### src/shared/strc_params.svh
`ifndef STRC_PARAMS_SVH
`define STRC_PARAMS_SVH
// Behaviour
// - Table space is one 64-byte row of eight 8-byte tables, numbered 0 to 7.
// - Table fetch uses the low three select bits and ignores the upper five.
// - Table fetch copies eight selected bytes into parameter area F8h..FFh.
// - Table 0 leaves silicon id in SRAM, revision in A, family in X.
// - Table 1 returns the internal revision counter in A and FFh in X.
// - Tables 2 to 7 return FFh in both A and X.
// - Internal revision counter starts at zero; it is a build-time parameter.
// - Die revision is a fixed 16-bit ROM value; table 0 returns its low byte in A.
// - After table 0, silicon id high byte sits at F8h and low at F9h.
// - Table 2 holds fast oscillator trims for 3.3, 3.0, 2.85, 2.7 V at FC..FF.
// - Checksum starts at block 0; count 1 is block 0 only, 0 means 256 blocks.
// - Checksum stays inside one flash bank and never crosses into another.
// - Per byte of count times 64: read, add to low byte, carry into high byte.
// - Checksum low byte returns at F8h, high byte at F9h.
// - Parameter block is F8h..FFh: keys at F8h, F9h, selector at FAh.

`define STRC_PARAM_BASE     8'hF8
`define STRC_ADDR_SUP_KEY   8'hF8
`define STRC_ADDR_STACK_KEY 8'hF9
`define STRC_ADDR_SELECT    8'hFA
`define STRC_ADDR_TRIM0     8'hFC
`define STRC_KEY_VALUE      8'h3A
`define STRC_OP_TABLE       8'h06
`define STRC_OP_CHECKSUM    8'h07
`define STRC_BLANK_BYTE     8'hFF
`define STRC_TABLE_BYTES    4'h8
`define STRC_BLOCK_BYTES    7'h40
`define STRC_FULL_BLOCKS    9'h100
`define STRC_ROW_BASE       14'h0000
`endif

### src/shared/strc_pkg.sv
package strc_pkg;
  // Call request from the CPU side
  typedef struct packed {
    logic       start;
    logic [7:0] op;
  } strc_call_type;
  // Result handed back to the CPU registers
  typedef struct packed {
    logic       done;
    logic       key_error;
    logic [7:0] acc;
    logic [7:0] idx;
  } strc_result_type;
  // SRAM write port
  typedef struct packed {
    logic       we;
    logic [7:0] addr;
    logic [7:0] data;
  } strc_sram_wr_type;
  typedef enum logic [7:0] {
    STRC_IDLE    = 8'b00000001,
    STRC_SUPERVISORY_KEY_BYTE    = 8'b00000010,
    STRC_STACK_KEY_BYTE    = 8'b00000100,
    STRC_SELECT  = 8'b00001000,
    STRC_DISPATCH = 8'b00010000,
    STRC_TABLE   = 8'b00100000,
    STRC_SUM     = 8'b01000000,
    STRC_FINISH  = 8'b10000000
  } strc_state_type;
endpackage : strc_pkg

### src/core/strc_table_rom.sv
`timescale 1ns/1ns
`include "strc_params.svh"
// Sixty-four-byte manufacturing row lookup, combinational
module strc_table_rom #(
  parameter logic [511:0] ROW_IMAGE = {512{1'b1}}
) (
  input  wire logic [2:0] table_sel,
  input  wire logic [2:0] byte_sel,
  output logic [7:0]      data
);
  import strc_pkg::*;
  // Row is 64 bytes as eight tables of eight; byte 0 is the table's F8h slot
  always_comb begin
    data = ROW_IMAGE[{table_sel, byte_sel, 3'b000} +: 8];
  end
endmodule : strc_table_rom

### src/core/strc_sum_acc.sv
`timescale 1ns/1ns
`include "strc_params.svh"
// Sixteen-bit additive checksum accumulator
module strc_sum_acc (
  input  wire logic        clock,
  input  wire logic        rst_b,
  input  wire logic        clear,
  input  wire logic        add,
  input  wire logic [7:0]  data,
  output logic [15:0]      sum
);
  import strc_pkg::*;
  logic [15:0] next_sum;
  logic [8:0]  low_add;
  // Low byte takes the data, high byte takes only the carry
  always_comb begin
    low_add  = {1'b0, sum[7:0]} + {1'b0, data};
    next_sum = sum;
    if (clear) begin
      next_sum = 16'h0000;
    end else if (add) begin
      next_sum = {sum[15:8] + {7'h00, low_add[8]}, low_add[7:0]};
    end
  end
  always_ff @(posedge clock or negedge rst_b) begin
    if (!rst_b) begin
      sum <= 16'h0000;
    end else begin
      sum <= next_sum;
    end
  end
endmodule : strc_sum_acc

### src/core/strc_service.sv
`timescale 1ns/1ns
`include "strc_params.svh"
// Supervisory call service: table fetch and flash checksum
module strc_service #(
  parameter logic [15:0]  DIE_REVISION   = 16'h0000, // Arbitrary value
  parameter logic [7:0]   FAMILY_ID      = 8'h00,    // Arbitrary value
  parameter logic [7:0]   INT_REV_COUNT  = 8'h00,
  parameter logic [511:0] ROW_IMAGE      = {512{1'b1}},
  parameter int           FLASH_AW       = 14
) (
  input  wire logic                      clock,
  input  wire logic                      rst_b,
  input  wire strc_pkg::strc_call_type   call,
  input  wire logic [7:0]                sram_rdata,
  input  wire logic [7:0]                flash_rdata,
  output strc_pkg::strc_result_type      result,
  output logic [7:0]                     sram_raddr,
  output strc_pkg::strc_sram_wr_type     sram_wr,
  output logic                           flash_re,
  output logic [FLASH_AW-1:0]            flash_addr,
  output logic                           busy
);
  import strc_pkg::*;

  strc_state_type     state;
  strc_state_type     next_state;
  logic [7:0]         op;
  logic [7:0]         next_op;
  logic [7:0]         select;
  logic [7:0]         next_select;
  logic [14:0]        count;
  logic [14:0]        next_count;
  logic [14:0]        total;
  logic [14:0]        next_total;
  logic               pend;
  logic               next_pend;
  logic               key_bad;
  logic               next_key_bad;
  strc_result_type    next_result;
  logic [7:0]         next_sram_raddr;
  strc_sram_wr_type   next_sram_wr;
  logic               next_flash_re;
  logic [FLASH_AW-1:0] next_flash_addr;
  logic               next_busy;
  logic [7:0]         rom_data;
  logic [15:0]        sum;
  logic               sum_clear;
  logic               sum_add;
  logic [8:0]         blocks;

  // Block count of a checksum; a zero selector means every user block
  function automatic logic [8:0] block_count(input logic [7:0] sel);
    block_count = (sel == 8'h00) ? `STRC_FULL_BLOCKS : {1'b0, sel};
  endfunction : block_count

  strc_table_rom #(
    .ROW_IMAGE (ROW_IMAGE)
  ) u_rom (
    .table_sel (select[2:0]),
    .byte_sel  (count[2:0]),
    .data      (rom_data)
  );

  strc_sum_acc u_sum (
    .clock (clock),
    .rst_b (rst_b),
    .clear (sum_clear),
    .add   (sum_add),
    .data  (flash_rdata),
    .sum   (sum)
  );

  assign blocks = block_count(select);

  // Sequencer: read the key at F8h and the selector at FAh, then run the requested service
  always_comb begin
    next_state      = state;
    next_op         = op;
    next_select     = select;
    next_count      = count;
    next_total      = total;
    next_pend       = 1'b0;
    next_key_bad    = key_bad;
    next_result     = result;
    next_result.done = 1'b0;
    next_sram_raddr = sram_raddr;
    next_sram_wr    = '0;
    next_flash_re   = 1'b0;
    next_flash_addr = flash_addr;
    next_busy       = busy;
    sum_clear       = 1'b0;
    sum_add         = 1'b0;
    case (state)
      STRC_IDLE: begin
        if (call.start) begin
          next_op         = call.op;
          next_sram_raddr = `STRC_ADDR_SUP_KEY;
          next_busy       = 1'b1;
          next_key_bad    = 1'b0;
          next_state      = STRC_SUPERVISORY_KEY_BYTE;
        end
      end
      STRC_SUPERVISORY_KEY_BYTE: begin
        // SRAM read data is valid one cycle after the address
        next_sram_raddr = `STRC_ADDR_SELECT;
        next_state      = STRC_STACK_KEY_BYTE;
      end
      STRC_STACK_KEY_BYTE: begin
        // Only the fixed key is checked; the stack key is not verifiable here
        next_key_bad = (sram_rdata != `STRC_KEY_VALUE);
        next_state   = STRC_SELECT;
      end
      STRC_SELECT: begin
        next_select = sram_rdata;
        next_state  = STRC_DISPATCH;
      end
      STRC_DISPATCH: begin
        next_count = 15'h0000;
        sum_clear  = 1'b1;
        next_total = {blocks, 6'h00};
        if (key_bad) begin
          next_result.acc = `STRC_BLANK_BYTE;
          next_result.idx = `STRC_BLANK_BYTE;
          next_state      = STRC_FINISH;
        end else if (op == `STRC_OP_TABLE) begin
          next_state = STRC_TABLE;
        end else if (op == `STRC_OP_CHECKSUM) begin
          next_flash_addr = `STRC_ROW_BASE;
          next_flash_re   = 1'b1;
          next_state      = STRC_SUM;
        end else begin
          // Unknown codes finish at once with blank returns and touch no memory
          next_result.acc = `STRC_BLANK_BYTE;
          next_result.idx = `STRC_BLANK_BYTE;
          next_state      = STRC_FINISH;
        end
      end
      STRC_TABLE: begin
        // One byte per cycle into F8h..FFh; table 0 bytes F8/F9 are id high/low
        next_sram_wr.we   = 1'b1;
        next_sram_wr.addr = `STRC_PARAM_BASE + {5'h00, count[2:0]};
        next_sram_wr.data = rom_data;
        next_count        = count + 15'h0001;
        if (count[2:0] == 3'h7) begin
          next_state = STRC_FINISH;
          case (select[2:0])
            3'h0: begin
              next_result.acc = DIE_REVISION[7:0];
              next_result.idx = FAMILY_ID;
            end
            3'h1: begin
              next_result.acc = INT_REV_COUNT;
              next_result.idx = `STRC_BLANK_BYTE;
            end
            default: begin
              next_result.acc = `STRC_BLANK_BYTE;
              next_result.idx = `STRC_BLANK_BYTE;
            end
          endcase
        end
      end
      STRC_SUM: begin
        // Reads go out on alternate cycles so each byte is added exactly once
        // Trade-off: half the read rate, but no read is ever in flight twice
        next_pend = flash_re;
        if (pend) begin
          sum_add    = 1'b1;
          next_count = count + 15'h0001;
          if (count + 15'h0001 == total) begin
            next_state = STRC_FINISH;
            next_count = 15'h0000;
          end else begin
            // Address stays inside the single bank row space
            next_flash_addr = flash_addr + {{(FLASH_AW-1){1'b0}}, 1'b1};
            next_flash_re   = 1'b1;
          end
        end
      end
      STRC_FINISH: begin
        // Checksum result takes two cycles: low byte, then high byte with done
        if (op == `STRC_OP_CHECKSUM && !key_bad && count == 15'h0000) begin
          next_sram_wr.we   = 1'b1;
          next_sram_wr.addr = `STRC_ADDR_SUP_KEY;
          next_sram_wr.data = sum[7:0];
          next_count        = 15'h0001;
        end else if (op == `STRC_OP_CHECKSUM && !key_bad) begin
          next_sram_wr.we   = 1'b1;
          next_sram_wr.addr = `STRC_ADDR_STACK_KEY;
          next_sram_wr.data = sum[15:8];
          next_count        = 15'h0000;
          next_result.done  = 1'b1;
          next_result.key_error = 1'b0;
          next_busy         = 1'b0;
          next_state        = STRC_IDLE;
        end else begin
          next_result.done      = 1'b1;
          next_result.key_error = key_bad;
          next_busy             = 1'b0;
          next_state            = STRC_IDLE;
        end
      end
      default: begin
        next_state = STRC_IDLE;
      end
    endcase
  end

  // State registers; reset leaves an idle block with every strobe low
  always_ff @(posedge clock or negedge rst_b) begin
    if (!rst_b) begin
      state      <= STRC_IDLE;
      op         <= 8'h00;
      select     <= 8'h00;
      count      <= 15'h0000;
      total      <= 15'h0000;
      pend       <= 1'b0;
      key_bad    <= 1'b0;
      result     <= '0;
      sram_raddr <= 8'h00;
      sram_wr    <= '0;
      flash_re   <= 1'b0;
      flash_addr <= '0;
      busy       <= 1'b0;
    end else begin
      state      <= next_state;
      op         <= next_op;
      select     <= next_select;
      count      <= next_count;
      total      <= next_total;
      pend       <= next_pend;
      key_bad    <= next_key_bad;
      result     <= next_result;
      sram_raddr <= next_sram_raddr;
      sram_wr    <= next_sram_wr;
      flash_re   <= next_flash_re;
      flash_addr <= next_flash_addr;
      busy       <= next_busy;
    end
  end

  // Sequencer checks; all are gated by reset
  // Table fetch writes stay inside the parameter area
  table_write_area_a: assert property (@(posedge clock) disable iff (!rst_b)
    sram_wr.we && state == STRC_TABLE |-> sram_wr.addr >= `STRC_PARAM_BASE)
    else $error("table write outside parameter area");
  // Blank tables return FFh
  blank_table_ret_a: assert property (@(posedge clock) disable iff (!rst_b)
    result.done && op == `STRC_OP_TABLE && select[2:1] != 2'b00 |-> result.acc == 8'hFF && result.idx == 8'hFF)
    else $error("tables 2 to 7 must return FFh");
  // Table one index is FFh
  table_one_idx_a: assert property (@(posedge clock) disable iff (!rst_b)
    result.done && !result.key_error && op == `STRC_OP_TABLE && select[2:0] == 3'h1 |-> result.idx == 8'hFF)
    else $error("table 1 index must be FFh");
  // Table zero returns family id
  table_zero_ret_a: assert property (@(posedge clock) disable iff (!rst_b)
    result.done && !result.key_error && op == `STRC_OP_TABLE && select[2:0] == 3'h0 |-> result.idx == FAMILY_ID)
    else $error("table 0 must return family id");
  // Sum cleared at dispatch
  sum_clear_start_a: assert property (@(posedge clock) disable iff (!rst_b)
    state == STRC_DISPATCH |=> sum == 16'h0000)
    else $error("checksum not cleared before first add");
  // Low then high result order
  sum_low_high_a: assert property (@(posedge clock) disable iff (!rst_b)
    sram_wr.we && sram_wr.addr == 8'hF8 && state == STRC_FINISH |=> sram_wr.we && sram_wr.addr == 8'hF9)
    else $error("checksum high byte must follow at F9h");
  // Eight table bytes in a row
  table_eight_bytes_a: assert property (@(posedge clock) disable iff (!rst_b)
    $rose(state == STRC_TABLE) |-> (state == STRC_TABLE)[*8] ##1 state == STRC_FINISH)
    else $error("table fetch must take eight cycles");
  // Key check gates service
  key_guard_a: assert property (@(posedge clock) disable iff (!rst_b)
    state == STRC_DISPATCH && key_bad |=> state == STRC_FINISH)
    else $error("bad key must not run service");
  // Checksum reads start at address zero and cover count times 64 bytes
  sum_read_setup_a: assert property (@(posedge clock) disable iff (!rst_b)
    state == STRC_DISPATCH && !key_bad && op == `STRC_OP_CHECKSUM |=> flash_re && flash_addr == '0
    && total == ((select == 8'h00) ? {`STRC_FULL_BLOCKS, 6'h00} : {1'b0, select, 6'h00}))
    else $error("checksum read setup wrong");
  // Reads never pass the summed range of the bank
  sum_bank_range_a: assert property (@(posedge clock) disable iff (!rst_b)
    flash_re |-> 15'(flash_addr) < total)
    else $error("checksum read outside summed range");
  // One read in flight at a time
  sum_read_gap_a: assert property (@(posedge clock) disable iff (!rst_b)
    flash_re |=> !flash_re)
    else $error("checksum reads must not be back to back");
  // Each arriving byte adds to the low byte with carry into the high byte
  sum_byte_add_a: assert property (@(posedge clock) disable iff (!rst_b)
    state == STRC_SUM && pend |=> sum == $past(sum) + {8'h00, $past(flash_rdata)})
    else $error("checksum byte add wrong");
  // Low checksum byte lands at the first key byte
  sum_low_store_a: assert property (@(posedge clock) disable iff (!rst_b)
    state == STRC_FINISH && op == `STRC_OP_CHECKSUM && !key_bad && count == 15'h0000
    |=> sram_wr.we && sram_wr.addr == `STRC_ADDR_SUP_KEY && sram_wr.data == $past(sum[7:0]))
    else $error("checksum low byte store wrong");
  // Table one returns the revision counter in A
  table_one_acc_a: assert property (@(posedge clock) disable iff (!rst_b)
    result.done && !result.key_error && op == `STRC_OP_TABLE && select[2:0] == 3'h1 |-> result.acc == INT_REV_COUNT)
    else $error("table 1 must return the revision counter");
  // Fifth table byte is the first trim slot
  trim_slot_a: assert property (@(posedge clock) disable iff (!rst_b)
    state == STRC_TABLE && count[2:0] == 3'h4
    |=> sram_wr.we && sram_wr.addr == `STRC_ADDR_TRIM0 && sram_wr.data == ROW_IMAGE[{select[2:0], 6'h20} +: 8])
    else $error("trim byte not at FCh");
  // Key pointer comes up on the call
  call_key_addr_a: assert property (@(posedge clock) disable iff (!rst_b)
    state == STRC_IDLE && call.start |=> busy && sram_raddr == `STRC_ADDR_SUP_KEY)
    else $error("call must read the key byte first");
endmodule : strc_service

### config.mk
export PLATFORM = sky130hd
export DESIGN_NAME = strc_service
export DESIGN_NICKNAME = d
export VERILOG_FILES = /design/src/shared/strc_pkg.sv /design/src/core/strc_table_rom.sv /design/src/core/strc_sum_acc.sv /design/src/core/strc_service.sv
export VERILOG_INCLUDE_DIRS = /design/src /design/src/shared
export SDC_FILE = /design/constraint.sdc
export NUM_CORES = 1
export LEC_CHECK = 0
export ABC_AREA = 1
export ABC_CLOCK_PERIOD_IN_PS = 7290
export BUFFER_PORTS_ARGS = -buffer_cell sky130_fd_sc_hd__buf_2
export CAP_MARGIN = 20
export CELL_PAD_IN_SITES_DETAIL_PLACEMENT = 1
export CELL_PAD_IN_SITES_GLOBAL_PLACEMENT = 2
export CORE_UTILIZATION = 33
export DETAILED_ROUTE_END_ITERATION = 10
export PLACE_DENSITY = 0.79
export SETUP_SLACK_MARGIN = 0.15
export SYNTH_ARGS = -nofsm -noshare
export SYNTH_HDL_FRONTEND = slang
export SYNTH_SLANG_ARGS = --single-unit
### constraint.sdc
create_clock -name clock -period 7.29 [get_ports clock]
set_clock_uncertainty 0.2 [all_clocks]
set_input_delay 2.187 -clock clock [delete_from_list [all_inputs] [get_ports clock]]
set_output_delay 2.187 -clock clock [all_outputs]
set_load 0.01 [all_outputs]
Word-level counts from Yosys, hierarchy flattened. Cells that the tools add are included.

Logic and storage cells: 126. Bits in writable memories: 0. Bits of input ports: 27. Memory bits (read-only): 0. Memories kept: 0. Register bits: 125. Output and inout bits: 59. Bits in latches: 0.

$lt $le $gt $ge: 0. Bitwise operators: 1. Reduce and logical (&&, ||, !) cells: 22. Add/sub/neg operators: 5. Shift-type cells: 1. Equality and inequality tests: 26. Multiplexer cells: 52. Div/mod/pow operators: 0. Multipliers: 0.

Operators with widths (count): 512-bit by 10-bit indexed part select with 8-bit output (first input constant) (1); 16-bit 2-to-1 mux (6); 8-bit 2-to-1 mux (9); 14-bit 2-to-1 mux (5); 16-bit one-hot mux with 2 select lines (2); 8-bit one-hot mux with 8 select lines (1); 15-bit 2-to-1 mux (4); 15-bit one-hot mux with 4 select lines (1); 17-bit 2-to-1 mux (2); 17-bit one-hot mux with 2 select lines (1); 14-bit one-hot mux with 2 select lines (1); 8-bit by 3-bit == test with 1-bit output (second input constant) (3); 2-bit inequality test (second input constant) (9); 8-bit one-hot mux with 2 select lines (1); 15-bit by 1-bit adder with 15-bit output (second input constant) (1); 15-bit == test (1); 15-bit zero test (1); 14-bit by 1-bit adder with 14-bit output (second input constant) (1); 1-bit 2-to-1 mux (13); 2-bit nonzero test (6); 8-bit by 8-bit adder with 9-bit output (1); 9-bit 2-to-1 mux (1); 3-bit inequality test (second input constant) (3); 8-bit by 1-bit adder with 8-bit output (1); other kinds (24) (32).

Longest topological paths before layout.
Depth after elaboration: 5. Mapped depth: 18. Depth with buffers taken out: 18.

Modules after synthesis. Synthesis repeated with hierarchy kept, for this count alone.

Cells, all modules: 778. Area total of the unflattened synthesis: 5906.9 µm².

Modules (own cells, without submodules): strc_service (instances 1, area an instance 4738.3 µm², cells each 620); strc_sum_acc (instances 1, area an instance 1104.8 µm², cells each 149); strc_table_rom (instances 1, area an instance 63.8 µm², cells each 9).

Least setup slack after synthesis. OpenSTA, ideal clock, no wires.

Path type: input to register. From: input flash_rdata[0]. To: register u_sum.sum[15]. Arrival: 4.179 ns. Data required time: 6.971 ns. Stages on the path: 18. Slack: 2.792 ns. Buffers on the path: 0. Cells stage by stage: ha_1 -> fa_1 -> nand3_1 -> and2_1 -> nor2_1 -> nor2_1 -> nor2_1 -> o21a_1 -> nor2_1 -> o21bai_1 -> ha_1 -> nand2_1 -> nor4_2 -> nand2_1 -> nor2_1 -> nand3_1 -> nand2_1 -> nor2_1.

Longest elaborated chain between the ends: 4.

RTL lines: start, declared (RTL line strc_service.sv:15) `input wire logic [7:0] flash_rdata,`; 8-bit by 8-bit adder with 9-bit output (RTL line strc_sum_acc.sv:17) `low_add = {1'b0, sum[7:0]} + {1'b0, data};`; 8-bit by 1-bit adder with 8-bit output (RTL line strc_sum_acc.sv:22) `next_sum = {sum[15:8] + {7'h00, low_add[8]}, low_add[7:0]};`; 16-bit 2-to-1 mux (RTL line strc_sum_acc.sv:21) `end else if (add) begin`; 16-bit 2-to-1 mux (RTL line strc_sum_acc.sv:19) `if (clear) begin`; end signal, assigned (RTL line strc_sum_acc.sv:29) `sum <= next_sum;`; end, declared (RTL line strc_sum_acc.sv:10) `output logic [15:0] sum`.

Every way passes these cells. The select of a mux whose other input is x is not followed. A chain may end at the register's enable or synchronous reset.

Final worst setup path. Same ends and word-level chain as after synthesis.

==> results.yml <==
outcome:
  status: "complete, no violations"
floorplan:
  die_h_um: 134
  initial_utilization: 0.341
  dieArea_um2: 17900
  io_pins: 86
  core_area_um2: 16800
  rows: 47
  die_x_um: 134
synthesis:
  ys_seq_area_frac: 0.437
  post_synth_mux_area_share: 0.00197
  synth_ff_type: "dfrtp_1"
  synth-simple-area-share: 0.307
  ys_warn_count: 0
  synth-edff-count: 0
  synth_compound_area_frac: 0.0837
  synth_adder_area_share: 0.0341
  syn_avg_cell_area_um2: 7.82
  synth_cells: 732
  yosys_register_bits: 100
  yosysUniqueCellTypes: 52
  synth_top_family_by_area: "simple AND/OR/NAND/NOR gates"
  synthArstFlopShare: 1.00
  syn_area_um2: 5720
  synth_xor_area_frac: 0.0280
min_path:
  hp-class: "flop to flop"
  min-delay-start: "op[3]$_DFFE_PN0P_"
  hold_depth: 2
  min_to: "op[3]$_DFFE_PN0P_"
critical_path:
  cp_data_arrival_time_ns: 4.69
  cp-end-kind: "flop"
  r2r-start: "state[2]$_DFFE_PN0P_"
  cp_max_fo: 3
  start_kind: "input pin"
  r2r_slack_ns: 3.92
  r2r_end: "count[14]$_DFFE_PN0P_"
  required_ns: 7.34
  reg2reg_depth: 11
  critPathKind: "input pin to flop"
cts:
  clockBufferDepth: 2
  numCtsBuffers: 9
  cts_setup_buffers: 0
  cts_tree: "built"
  insertion_delay_ns: 0.36
  cts_resized: 0
  cts-root-buf: "clkbuf_16"
  path_clk_slew_ns: 0.07
  htree_levels: 3
  clock_sinks: 100
  cts.hold.buffers_added: 0
final_layout:
  nNetsFinal: 833
  fin_cells: 1016
  n_antenna_cell: 0
  area_growth_pct: 12.6
  drive_above_1_share: 0.171
  postLayoutCellArea_um2: 6450
global_routing:
  grt.met1_usage: 0.261
  first_global_vias: 5229
  grt_first_pass_wirelength_um: 27200
  grt.total_usage: 0.194
  grt_max_degree: 53
  grt.overflow.total: 0
  grt_use_met2: 0.319
  antenna_found_initial: 0
  busiest_layer: "met2"
  grt_use_met3: 0.0346
timing:
  finalSetupTns_ns: 0
  hold_violations: 0
  slew_viol_final: 0
  holdWs_ns: 0.281
  max_freq_ghz: 0.216
  setup_viol_count_final: 0
  rsz0062_at_grt: "no"
  fin_crit_sh: 0.636
  worstMarginPinSlew_ns: 1.01
  min_period_ns: 4.63
  slew_headroom: 0.318
placed_design:
  dpl.hpwl_um: 12300
  post_dp_cell_area_um2: 6180
  dp_cells: 1000
  place_congestion: 0.838
  portBuffers: 83
drt:
  finalWirelength_um: 16300
  ant_nets: 0
  drcViolationCount: 0
  vias: 5009
  via_per_inst: 4.93
  drt_first_iter_violations: 246
  wire_per_inst_um: 16.0
  dr.pass1.iters: 4
pwr:
  p_leak_nw: 3.28
  power_density_nw_per_um2: 243
  peakVddDrop_v: 0.000122
flow_run:
  maxCapViolCount: 0
-- metrics by stage --
| step | util | total power, mW | setup WS [ns] |
|---|---|---|---|
| after detailed placement | 0.369 | 1.12 | 2.31 |
| after floorplan | - | 1.01 | 2.79 |
| after global routing | 0.385 | 1.67 | 2.34 |
| after CTS | 0.385 | 1.58 | 2.69 |
| final | 0.385 | 1.57 | 2.66 |
| after global placement | 0.369 | 1.10 | 2.46 |
-- cells by family (layout without fill, tap and decap cells) --
family | after synthesis | in the layout
fa+ha+maj | 15 | 15
simple gates | 390 | 390
other cells | 1 | 2
flops | 100 | 100
buf+inv | 130 | 193
compound gates | 81 | 81
mux | 1 | 1
xor+xnor | 14 | 14
-- placed cells by master (no fill, tap or decap), types with 2 or more instances in the layout --
cell type  instances
nand2_1          195
o22ai_1            3
nand2_4            2
clkinv_2           2
nor3b_1            5
nand2_2            7
dfrtp_1           99
nor2_4             3
ha_1              14
conb_1             2
clkbuf_16          9
nor3_1            18
xor2_1            10
nand3_1           55
buf_2             82
nand3_2            2
nor4_2             2
a21oi_1           17
o21ai_1            5
o221ai_1           7
o21ai_0           34
nor4_1             4
inv_6              2
inv_1             87
nor2_2             5
inv_2              3
nand4_1           13
buf_4              5
nor2_1            71
a41oi_1            2
clkbuf_1           2
or2_2              3
o211ai_1           4
-- registers in the layout (all words and copies together) (netlist names) --
signal,count
count,15
busy,1
op,8
state,8
pend,1
sram_wr,12
sram_raddr,2
total,9
result,4
flash_re,1
select,8
u_sum.sum,16
flash_addr,14
key_bad,1
-- layer usage --
metal / wire (um) / vias to the layer above
met5: 0 / -
met4: 161 / 0
met3: 456 / 12
met2: 7750 / 71
met1: 7910 / 2472
li1: - / 2454
-- area by class of cell --
type,instances,area (um2)
Clock inverter,5,35.0
Tap cell,220,275
Clock buffer,11,233
Multi-Input combinational cell,503,2610
Timing Repair Buffer,87,448
Inverter,90,338
Fill cell,2114,10300
Sequential cell,100,2500
-- synthesized netlist by cell type, types with 2 or more instances --
master    number  area [um2]
nand2_4        2        22.5
or2_2          3        18.8
buf_4         26         195
xor2_1        10        87.6
inv_2          3        11.3
nand2_1      195         732
nand4_1       13        81.3
nand3_2        2        20.0
ha_1          14         175
nor4_1         5        31.3
o21ai_0       34         170
o211ai_1       4        30.0
o21ai_1        5        25.0
nand3_1       55         275
nor2_4         3        33.8
nor2_1        71         267
nor3_1        18        90.1
o221ai_1       7        61.3
nand2_2        7        43.8
clkbuf_1       5        18.8
buf_2          6        30.0
dfrtp_1       99        2480
a41oi_1        2        17.5
nor2_2         5        31.3
inv_1         87         327
nor3b_1        5        37.5
buf_6          3        33.8
o22ai_1        3        18.8
a21oi_1       17        85.1
-- worst max path at each step --
stage              startpoint                        end  slack [ns]  depth (start not counted)
4_1_cts        flash_rdata[0]  u_sum.sum[15]$_DFFE_PN0P_        2.69                         19
6_report       flash_rdata[0]  u_sum.sum[15]$_DFFE_PN0P_        2.66                         19
5_1_grt        flash_rdata[0]  u_sum.sum[15]$_DFFE_PN0P_        2.34                         19
3_3_place_gp   flash_rdata[0]  u_sum.sum[15]$_DFFE_PN0P_        2.46                         19
3_5_place_dp   flash_rdata[0]  u_sum.sum[15]$_DFFE_PN0P_        2.31                         19
2_1_floorplan  flash_rdata[0]  u_sum.sum[15]$_DFFE_PN0P_        2.79                         18
-- power breakdown --
group	switching, mW	leakage, nW	internal [mW]
logic	0.247	1.86	0.142
registers	0.0692	1.29	0.647
clock network	0.226	0.130	0.233
total	0.543	3.28	1.02
-- critical path: stages --
cell and delay, ns:
buf_2 0.08, ha_1 0.17, fa_1 0.22, nand3_1 0.08, and2_1 0.18, nor2_1 0.12
nor2_1 0.06, nor2_1 0.12, o21a_1 0.15, nor2_1 0.05, o21bai_1 0.14, ha_1 0.19
nand2_1 0.08, nor4_2 0.28, nand2_1 0.14, nor2_1 0.19, nand3_1 0.12, nand2_1 0.08
nor2_1 0.05
No activity file was read; power rests on OpenSTA's default activity.
